## src/verilog/clafl_pkg.sv

```systemverilog
// Purpose: shared constants for the charge level alarm flag block
// Assumes: 32-bit classic Wishbone register bus, 16-bit measurement words
// Notes:   offsets are byte addresses, one aligned word per register
package clafl_pkg;

    // measurement word width
    localparam int          CLAFL_VAL_W          = 16;

    // register byte offsets
    localparam logic [7:0]  CLAFL_OFF_FLAGS      = 8'h00;
    localparam logic [7:0]  CLAFL_OFF_REMAIN     = 8'h04;
    localparam logic [7:0]  CLAFL_OFF_VOLTAGE    = 8'h08;
    localparam logic [7:0]  CLAFL_OFF_CAP_LIMIT  = 8'h0c;
    localparam logic [7:0]  CLAFL_OFF_SET_LIMIT  = 8'h10;
    localparam logic [7:0]  CLAFL_OFF_REL_LIMIT  = 8'h14;

    // flag word field positions
    localparam int          CLAFL_FLAG_CAPLOW    = 0;
    localparam int          CLAFL_FLAG_SHUTDOWN  = 1;
    localparam int          CLAFL_FLAG_VSEEN     = 2;

    // reset values and the unmapped read value
    localparam logic [15:0] CLAFL_CAP_LIMIT_RST  = 16'h0096;
    localparam logic [15:0] CLAFL_SET_LIMIT_RST  = 16'h0c1c;
    localparam logic [15:0] CLAFL_REL_LIMIT_RST  = 16'h0d48;
    localparam logic [15:0] CLAFL_REMAIN_RST     = 16'h0000;
    localparam logic [31:0] CLAFL_READ_UNMAPPED  = 32'h0000_0000;

    // charge integration: micro-amp-hours per milli-amp-hour
    localparam int          CLAFL_UAH_PER_MAH    = 1000;

    // zero-extend a 16-bit value into a bus word
    function automatic logic [31:0] clafl_word(input logic [15:0] v);
        clafl_word = {16'h0000, v};
    endfunction : clafl_word

endpackage : clafl_pkg

```

## src/verilog/clafl_charge_integ.sv

```systemverilog
// Purpose: integrates signed charge increments into remaining charge in mAh
// Assumes: each increment is in uAh, magnitude clamped to below one mAh
// Notes:   sub-mAh residue is kept so small currents are never lost
`timescale 1ns/10ps
module clafl_charge_integ
    import clafl_pkg::*;
(
    input  wire logic                   clk,
    input  wire logic                   rst,
    input  wire logic                   sample_valid,
    input  wire logic signed [15:0]     sample_uah,
    input  wire logic                   load,
    input  wire logic [15:0]            load_value,
    output logic [15:0]                 remain_mah
);

    localparam logic signed [17:0] UAH_MAX  = 18'(CLAFL_UAH_PER_MAH - 1);
    localparam logic signed [17:0] UAH_UNIT = 18'(CLAFL_UAH_PER_MAH);

    logic        [9:0]  frac;
    logic        [9:0]  next_frac;
    logic        [15:0] next_remain;
    logic signed [17:0] delta;
    logic signed [17:0] sum;

    // accumulate charge in and out of the cell, carry whole mAh
    always_comb begin
        delta       = 18'(sample_uah);
        sum         = 18'sd0;
        next_frac   = frac;
        next_remain = remain_mah;
        if (delta > UAH_MAX) begin
            delta = UAH_MAX;
        end else if (delta < -UAH_MAX) begin
            delta = -UAH_MAX;
        end
        if (load) begin
            next_frac   = 10'h000;
            next_remain = load_value;
        end else if (sample_valid) begin
            sum = $signed({8'h00, frac}) + delta;
            if (sum >= UAH_UNIT) begin
                if (remain_mah != 16'hffff) begin
                    next_remain = remain_mah + 16'h0001;
                    next_frac   = 10'(sum - UAH_UNIT);
                end else begin
                    next_frac   = 10'(UAH_MAX); // saturate, never wrap to empty
                end
            end else if (sum < 18'sd0) begin
                if (remain_mah != 16'h0000) begin
                    next_remain = remain_mah - 16'h0001;
                    next_frac   = 10'(sum + UAH_UNIT);
                end else begin
                    next_frac   = 10'h000;
                end
            end else begin
                next_frac = 10'(sum);
            end
        end
    end

    // register integrator state
    always_ff @(posedge clk or posedge rst) begin
        if (rst) begin
            frac       <= 10'h000;
            remain_mah <= CLAFL_REMAIN_RST;
        end else begin
            frac       <= next_frac;
            remain_mah <= next_remain;
        end
    end
endmodule : clafl_charge_integ

```

## src/verilog/clafl_top.sv

```systemverilog
// Purpose: low-capacity and shutdown-voltage alarm flags of a fuel gauge
// Assumes: charge and voltage samples come from logic on CLK with a valid strobe
// Notes:   flags only track voltage once the first voltage sample has arrived
//
// Behaviour
// - remaining charge follows integrated sense charge in both directions
// - both alarm flags are readable bits of the flag word
// - low-capacity flag sets when remaining charge is below its limit
// - low-capacity flag clears only once remaining charge rises above limit
// - low-capacity pin always mirrors the low-capacity flag
// - shutdown flag sets when cell voltage is below the set limit
// - shutdown flag clears only if set and voltage above release limit
// - interrupt signals on every change of the shutdown flag
//
// The implementer's own choices: the Wishbone register port and the register offsets.
`timescale 1ns/10ps
module clafl_top
    import clafl_pkg::*;
(
    input  wire logic                   CLK,
    input  wire logic                   RST,
    input  wire logic                   WB_CYC_I,
    input  wire logic                   WB_STB_I,
    input  wire logic                   WB_WE_I,
    input  wire logic [7:0]             WB_ADR_I,
    input  wire logic [3:0]             WB_SEL_I,
    input  wire logic [31:0]            WB_DAT_I,
    output logic [31:0]                 WB_DAT_O,
    output logic                        WB_ACK_O,
    input  wire logic                   CHARGE_VALID,
    input  wire logic signed [15:0]     CHARGE_UAH,
    input  wire logic                   VOLT_VALID,
    input  wire logic [15:0]            VOLT_MV,
    output logic                        CAPACITY_LOW_PIN,
    output logic                        CHARGE_STATE_IRQ
);

    ////////////////////////////////////////////////////////////////////////
    // declarations

    logic [15:0] remaining_charge_value;
    logic [15:0] cell_voltage_value;
    logic [15:0] next_voltage;
    logic        volt_seen;
    logic        next_volt_seen;
    logic [15:0] capacity_low_limit;
    logic [15:0] shutdown_set_limit;
    logic [15:0] shutdown_release_limit;
    logic [15:0] next_cap_limit;
    logic [15:0] next_set_limit;
    logic [15:0] next_rel_limit;
    logic        capacity_low_flag;
    logic        shutdown_voltage_flag;
    logic        next_cap_low;
    logic        next_shutdown;
    logic        next_irq;
    logic        next_ack;
    logic [31:0] next_dat;
    logic        wr_req;
    logic        remain_load;
    logic [15:0] wr_half;

    ////////////////////////////////////////////////////////////////////////
    // charge integration

    clafl_charge_integ u_integ (
        .clk          (CLK),
        .rst          (RST),
        .sample_valid (CHARGE_VALID),
        .sample_uah   (CHARGE_UAH),
        .load         (remain_load),
        .load_value   (wr_half),
        .remain_mah   (remaining_charge_value)
    );

    ////////////////////////////////////////////////////////////////////////
    // wishbone slave: one wait state, ack dropped after one cycle

    // writes land at the edge where the master sees ack, so a held request writes once
    assign wr_req      = WB_CYC_I && WB_STB_I && WB_WE_I && WB_ACK_O;
    assign remain_load = wr_req && WB_ADR_I == CLAFL_OFF_REMAIN && WB_SEL_I[1:0] == 2'b11;

    // merge byte lanes of the low half-word
    always_comb begin
        wr_half = 16'h0000;
        next_ack = WB_CYC_I && WB_STB_I && !WB_ACK_O;
        next_dat = WB_DAT_O;
        case (WB_ADR_I)
            CLAFL_OFF_CAP_LIMIT: wr_half = capacity_low_limit;
            CLAFL_OFF_SET_LIMIT: wr_half = shutdown_set_limit;
            CLAFL_OFF_REL_LIMIT: wr_half = shutdown_release_limit;
            default:             wr_half = remaining_charge_value;
        endcase
        if (WB_SEL_I[0]) begin
            wr_half[7:0] = WB_DAT_I[7:0];
        end
        if (WB_SEL_I[1]) begin
            wr_half[15:8] = WB_DAT_I[15:8];
        end
        if (next_ack && !WB_WE_I) begin
            case (WB_ADR_I)
                CLAFL_OFF_FLAGS:     next_dat = {29'h0, volt_seen, next_shutdown, next_cap_low};
                CLAFL_OFF_REMAIN:    next_dat = clafl_word(remaining_charge_value);
                CLAFL_OFF_VOLTAGE:   next_dat = clafl_word(cell_voltage_value);
                CLAFL_OFF_CAP_LIMIT: next_dat = clafl_word(capacity_low_limit);
                CLAFL_OFF_SET_LIMIT: next_dat = clafl_word(shutdown_set_limit);
                CLAFL_OFF_REL_LIMIT: next_dat = clafl_word(shutdown_release_limit);
                default:             next_dat = CLAFL_READ_UNMAPPED;
            endcase
        end
    end

    // register bus answer
    always_ff @(posedge CLK or posedge RST) begin
        if (RST) begin
            WB_ACK_O <= 1'b0;
            WB_DAT_O <= 32'h0000_0000;
        end else begin
            WB_ACK_O <= next_ack;
            WB_DAT_O <= next_dat;
        end
    end

    ////////////////////////////////////////////////////////////////////////
    // threshold registers and voltage capture

    // limits are software-written; voltage follows the measurement strobe
    always_comb begin
        next_cap_limit = capacity_low_limit;
        next_set_limit = shutdown_set_limit;
        next_rel_limit = shutdown_release_limit;
        next_voltage   = cell_voltage_value;
        next_volt_seen = volt_seen;
        if (wr_req && WB_ADR_I == CLAFL_OFF_CAP_LIMIT) begin
            next_cap_limit = wr_half;
        end
        if (wr_req && WB_ADR_I == CLAFL_OFF_SET_LIMIT) begin
            next_set_limit = wr_half;
        end
        if (wr_req && WB_ADR_I == CLAFL_OFF_REL_LIMIT) begin
            next_rel_limit = wr_half;
        end
        if (VOLT_VALID) begin
            next_voltage   = VOLT_MV;
            next_volt_seen = 1'b1;
        end
    end

    // register limits and voltage
    always_ff @(posedge CLK or posedge RST) begin
        if (RST) begin
            capacity_low_limit     <= CLAFL_CAP_LIMIT_RST;
            shutdown_set_limit     <= CLAFL_SET_LIMIT_RST;
            shutdown_release_limit <= CLAFL_REL_LIMIT_RST;
            cell_voltage_value     <= 16'h0000;
            volt_seen              <= 1'b0;
        end else begin
            capacity_low_limit     <= next_cap_limit;
            shutdown_set_limit     <= next_set_limit;
            shutdown_release_limit <= next_rel_limit;
            cell_voltage_value     <= next_voltage;
            volt_seen              <= next_volt_seen;
        end
    end

    ////////////////////////////////////////////////////////////////////////
    // alarm flags, pin and interrupt

    // hysteresis: equal to the limit holds the present state
    always_comb begin
        next_cap_low  = capacity_low_flag;
        next_shutdown = shutdown_voltage_flag;
        if (remaining_charge_value < capacity_low_limit) begin
            next_cap_low = 1'b1;
        end else if (remaining_charge_value > capacity_low_limit) begin
            next_cap_low = 1'b0;
        end
        // set wins if limits are programmed inconsistently
        if (volt_seen && cell_voltage_value < shutdown_set_limit) begin
            next_shutdown = 1'b1;
        end else if (volt_seen && shutdown_voltage_flag && cell_voltage_value > shutdown_release_limit) begin
            next_shutdown = 1'b0;
        end
        next_irq = next_shutdown != shutdown_voltage_flag;
    end

    // pin is loaded from the same next value as the flag, so never lags it
    always_ff @(posedge CLK or posedge RST) begin
        if (RST) begin
            capacity_low_flag     <= 1'b0;
            shutdown_voltage_flag <= 1'b0;
            CAPACITY_LOW_PIN      <= 1'b0;
            CHARGE_STATE_IRQ      <= 1'b0;
        end else begin
            capacity_low_flag     <= next_cap_low;
            shutdown_voltage_flag <= next_shutdown;
            CAPACITY_LOW_PIN      <= next_cap_low;
            CHARGE_STATE_IRQ      <= next_irq;
        end
    end
endmodule : clafl_top
```

## config.mk

```make
export PLATFORM = sky130hd
export DESIGN_NAME = clafl_top
export DESIGN_NICKNAME = d
export VERILOG_FILES = /design/src/verilog/clafl_pkg.sv /design/src/verilog/clafl_charge_integ.sv /design/src/verilog/clafl_top.sv
export SDC_FILE = /design/constraint.sdc
export NUM_CORES = 1
export LEC_CHECK = 0
export BUFFER_PORTS_ARGS = -buffer_cell sky130_fd_sc_hd__buf_4
export CORE_UTILIZATION = 45
export DETAILED_ROUTE_END_ITERATION = 12
export GPL_ROUTABILITY_DRIVEN = 0
export PLACE_DENSITY = 0.72
export SLEW_MARGIN = 20
export SYNTH_ARGS = -nofsm -noshare
export SYNTH_HDL_FRONTEND = slang
export SYNTH_SLANG_ARGS = --single-unit
```

## constraint.sdc

```tcl
create_clock -name CLK -period 4.95 [get_ports CLK]
set_input_delay 0.495 -clock CLK [delete_from_list [all_inputs] [get_ports CLK]]
set_output_delay 0.495 -clock CLK [all_outputs]
set_load 0.01 [all_outputs]
```

# Word-level counts from Yosys, hierarchy flattened

Index checks and enable logic that the tools add are counted.
Widths: inputs -> output; s select.

Logic and storage cells: 77
Register bits after elaboration: 127
Output and inout port bits: 35
Bits in writable memories: 0
Bits in read-only memories: 0
Memories kept: 0
Latch bits: 0
Input port bits: 83

Equal/unequal tests: 9
Bitwise gates (word level): 0
Multiplexer cells: 22
Reduce and logical (&&, ||, !) cells: 21
Magnitude comparators: 8
Add/sub/neg operators: 5
Shift operators: 0
$mul: 0
Div/mod/pow operators: 0

Operators with widths:

| cell                  | number |
|---|---|
| $mux 16               | 6 |
| $pmux 16 s6           | 1 |
| $mux 10               | 6 |
| $pmux 16 s3           | 1 |
| $mux 18               | 2 |
| $gt 16x16->1          | 2 |
| $lt 16x16->1          | 2 |
| $add 11x18->18        | 1 |
| $ge 18x11->1 const B  | 1 |
| $lt 18x1->1 const B   | 1 |
| $add 16x1->16 const B | 1 |
| $eq 8x4->1 const B    | 2 |
| $eq 8x5->1 const B    | 2 |
| $gt 16x11->1 const B  | 1 |
| $lt 16x11->1 const B  | 1 |
| $mux 8                | 2 |
| $ne 16x16->1 const B  | 1 |
| $reduce_bool 16->1    | 1 |
| $sub 16x1->16 const B | 1 |
| $logic_and 1x1->1     | 13 |
| $add 10x6->10 const B | 1 |
| $sub 10x6->10 const B | 1 |
| $eq 8x3->1 const B    | 1 |
| $logic_not 8->1       | 1 |
| 8 further kinds       | 13 |

# Logic depth before layout (Yosys ltp)

Depth in word-level cells: 10
Gate-level depth with buffers: 29

# Cells and area by module

From an unflattened synthesis, not the netlist that was laid out.

Cells, all modules: 966
Area total of the unflattened synthesis: 8580.7 µm²

Modules (own cells, without submodules):

| module             | area each (µm²) | cells each | times used |
|---|---|---|---|
| clafl_top          | 5504.0          | 593        | 1 |
| clafl_charge_integ | 3076.7          | 373        | 1 |

# Least setup slack after synthesis

OpenSTA, ideal clock, no wires.

Kind: in2reg
Start: input CHARGE_UAH[2]
End: register u_integ.remain_mah[15]
Cell stages on the path: 29
Setup time: 0.082 ns
Data required time: 4.868 ns
Setup slack: -1.563 ns
Arrival: 6.431 ns
Cells stage by stage: o311ai_0 > nand3_1 > nand3_1 > ha_1 > clkbuf_1 > clkbuf_1 > nor2_1 > nand2_1 > ha_1 > fa_1 > a21o_1 > a31oi_1 > o211a_1 > nor2_1 > o32a_1 > o41ai_4 > a21oi_1 > inv_1 > ha_1 > o21ai_0 > nor2_1 > and3_1 > a2111oi_0 > o41ai_1 > nand3_1 > nand2_1 > xor2_1 > or3_1 > a31oi_1

Word-level cells in the longest chain between the ends: 8

Ends and longest elaborated chain:

| item                 | line                     | RTL |
|---|---|---|
| from (decl)          | clafl_top.sv:31          | `input wire logic signed [15:0] CHARGE_UAH,` |
| $lt 16x11->1         | clafl_charge_integ.sv:34 | `end else if (delta < -UAH_MAX) begin` |
| $mux 18              | clafl_charge_integ.sv:34 |  |
| $mux 18 *            | clafl_charge_integ.sv:32 | `if (delta > UAH_MAX) begin` |
| $add 11x18->18 *     | clafl_charge_integ.sv:41 | `sum = $signed({8'h00, frac}) + delta;` |
| $ge 18x11->1         | clafl_charge_integ.sv:42 | `if (sum >= UAH_UNIT) begin` |
| $mux 16              | clafl_charge_integ.sv:42 |  |
| $mux 16              | clafl_charge_integ.sv:40 | `end else if (sample_valid) begin` |
| $mux 16              | clafl_charge_integ.sv:37 | `if (load) begin` |
| to (signal assigned) | clafl_charge_integ.sv:69 | `remain_mah <= next_remain;` |
| to (decl)            | clafl_charge_integ.sv:14 | `output logic [15:0] remain_mah` |

Every way passes the cells marked *; elsewhere a longest branch is shown, timed or not. The select of a mux whose other input is x is not followed.
A chain may end at the register's enable or synchronous reset.

# Worst setup path in the final report

Start: input CHARGE_UAH[6]
End: register u_integ.remain_mah[15]

Same word-level chain as after synthesis.

==> summary.txt <==
Status
  • Status: complete, but fails checks
  • Failing checks: negative setup slack

Logic synthesis
  • Adder-cell share of the synthesized area: 0.119
  • Post-synthesis mux area share: 0.0460
  • Xor/xnor share of the synthesized area: 0.0322
  • Post-synthesis sequential area ratio: 0.344
  • Post-synth cell types: 69
  • Largest cells by area after synthesis: dfrtp_1 30%, ha_1 11%, nand2_1 5.9%
  • Top FF cell, synth: dfrtp_1
  • Complex-gate fraction of the synthesized area: 0.233
  • Yosys warning total: 0
  • Synth async-reset ratio: 1.00
  • Post-Syn Area: 8130 sq um
  • Share of the synthesized area in the top cell type: 0.299
  • Number of synthesized register bits: 111
  • Mapped Avg Cell Area: 8.64 sq um
  • Synth area leader: dfrtp_1
  • Synth Instances: 940
  • Post-synth EDFFs: 0
  • Main combinational cell family by area after synthesis: compound AO/OA/AOI/OAI gates
  • Post-synthesis simple-gate area fraction: 0.153

CTS
  • H-Tree Depth: 3
  • Clk buf depth: 2
  • Skew-Pair Late Insertion Delay: 0.37 ns
  • Clk root buf: clkbuf_16
  • Hold-fix buffers, CTS: 0
  • CTS tree: done
  • CTS sink count: 111
  • Cts bufs inserted: 9
  • Reg clk slew, reported paths: 0.08 ns

Floorplan
  • I/O Pins: 118
  • Core area: 17500 sq um
  • Overall die width: 136 um
  • Die Y: 136 um
  • Area of the die: 18600 sq um
  • FP Rows: 48
  • Starting Density: 0.465

Timing
  • Tmin final: 5.34 ns
  • Least-Margin Pin Slew: 0.953 ns
  • Clk_skew: 0.0128 ns
  • Slew Viols, Final: 0
  • Setup TNS Final: -1.35 ns
  • Setup-failing EPs final: 5
  • Max Clk Rate: 0.187 GHz
  • Final period utilization: 1.08
  • Slew margin rel.: 0.363
  • RSZ-0062 raised after global routing: true
  • Fin worst setup slack: -0.389 ns
  • Hold Fails Final Rpt: 0

Detailed routing
  • First-pass iteration count of the detailed router: 5
  • Residual DRC: 0
  • Wirelength, routed: 23200 um
  • WL per Instance: 17.2 um
  • Vias per inst: 5.70
  • Starting DRT DRC Count: 595
  • Post-route ant nets: 0
  • Vias: 7682

Final layout
  • Final instance area: 10400 sq um
  • Non-Filler Instances: 1347
  • Commonest non-fill, non-tap cell in the layout: buf_4
  • Commonest cells after routing, fill and taps aside: 192 x buf_4, 128 x nand2_1, 97 x dfrtp_1, 86 x inv_1, 85 x o21ai_0
  • Fillcell total: 1511
  • Proportion of layout cells with a drive suffix above 1: 0.284
  • Diodes inserted: 0
  • Layout net count: 1276
  • Area Overhead vs Synth: 28.0%

Critical path
  • Critical path endpoint: u_integ.remain_mah[15]
  • Worst Setup SP: CHARGE_UAH[6]
  • End of the worst register-to-register path: u_integ.remain_mah[15]
  • Worst path arrival time: 5.63 ns
  • CP endpoint kind: register
  • Reg2reg start: u_integ.frac[1]
  • Worst reg-to-reg setup slack: 0.33 ns
  • Reg2Reg Depth: 20
  • Critical Path RT: 5.24 ns
  • Kind of critical path: input port to register
  • Worst path slowest cell: a2111oi_4
  • Crit path max fanout: 5
  • Most common cell on crit path: ha_4
  • Largest stage delay, worst path: 0.41 ns
  • CP startpoint kind: input port

GRT
  • Initial antenna violation count: 0
  • Total GRT Usage: 0.258
  • Largest net degree at the start of global routing: 69
  • First-pass GRT wire length: 37300 um
  • Number of global-route vias before repair: 7490
  • Gr ovfl total: 0

Placed design
  • Port Buf Inserts: 83
  • DP Area: 9790 sq um
  • Cells after DPL: 1314
  • Detailed Place HPWL: 17300 um

Hold path
  • Hold WC Path Type: input port to async pin

Pwr
  • Power Density: 561 nW/um^2
  • VDD IR max: 0.580 mV
  • Leak: 0.00475 uW

Flow run
  • Maxcap violations: 0
==> logic make-up (layout without fill, tap and decap cells) <==
kind of cell    count (synthesis)  in the layout
other cells                     1             16
compound gates                283            283
simple gates                  271            271
fa+ha+maj                      76             76
flops                         111            111
xor+xnor                       29             29
mux                            34             34
buf+inv                       135            302
==> power breakdown <==
part | internal [uW] | switching (uW)
clock network | 359 | 389
logic | 1960 | 1820
registers | 1040 | 261
==> worst min path at each step <==
stage | to | slack, ns
detailed placement | WB_ACK_O | 0.47
finish | shutdown_set_limit[1] | 0.33
global placement | WB_ACK_O | 0.46
global route | cell_voltage_value[10] | 0.35
floorplan | CHARGE_STATE_IRQ | 0.44
CTS | cell_voltage_value[0] | 0.34
==> state kept, by name, summed over array words and instances, names as in the netlist, 10 cells and up <==
signal / count
shutdown_release_limit: 16
u_integ.remain_mah: 16
u_integ.frac: 10
capacity_low_limit: 16
WB_DAT_O: 16
cell_voltage_value: 16
shutdown_set_limit: 16
==> critical path: cells and delay by family <==
kind	cells	cell delay [ns]
AO/OA/AOI/OAI	10	2.05
XOR/XNOR	1	0.14
adder cells (fa/ha/maj)	4	0.93
buffers and inverters	4	0.50
AND/OR/NAND/NOR	11	1.52
==> synthesized netlist by cell type (all sizes together) (13+ instances only) <==
master  instances
mux2           27
nand4          17
nor2           49
a22oi          16
xor2           13
clkbuf         27
nand2         128
a21oi          59
dfstp          14
a221oi         17
ha             74
o21ai          96
inv            88
a21o           19
and3           13
xnor2          16
nand3          14
buf            20
dfrtp          97
nor3           17
==> metrics by stage <==
stage | util | setup WS (ns) | hold slack, ns | total power, uW
2_1_floorplan | - | -0.861 | 0.445 | 3510
3_3_place_gp | 0.560 | -0.780 | 0.461 | 4590
3_5_place_dp | 0.560 | -0.924 | 0.469 | 4660
4_1_cts | 0.587 | -0.385 | 0.340 | 5630
5_1_grt | 0.595 | -0.632 | 0.353 | 6250
6_report | 0.595 | -0.389 | 0.333 | 5840
==> area by class of cell <==
type / instances / area [sq um] / area share
multi-input combinational: 709 / 5180 / 0.499
sequential: 111 / 2800 / 0.269
timing repair buffer: 197 / 1500 / 0.144
inverter: 88 / 338 / 0.0325
tap: 225 / 282 / 0.0271
clock buffer: 9 / 225 / 0.0217
clock inverter: 7 / 71.3 / 0.00686
timing repair inverter: 1 / 3.75 / 0.000361
==> layer usage <==
layer,up-vias,GRT usage,routed length [um]
li1,3691,-,-
met1,3640,0.336,10000
met2,310,0.435,11200
met3,41,0.0459,1610
met4,0,0.0716,406
met5,-,0,0
==> timing repair <==
item                       CTS  global route
pin swaps                   26            12
gates resized for setup     16            17
buffers inserted            13             6
gates cloned                 1             0
setup endpoints to repair    7            12
Note: power is estimated with default switching activity, not from simulation.
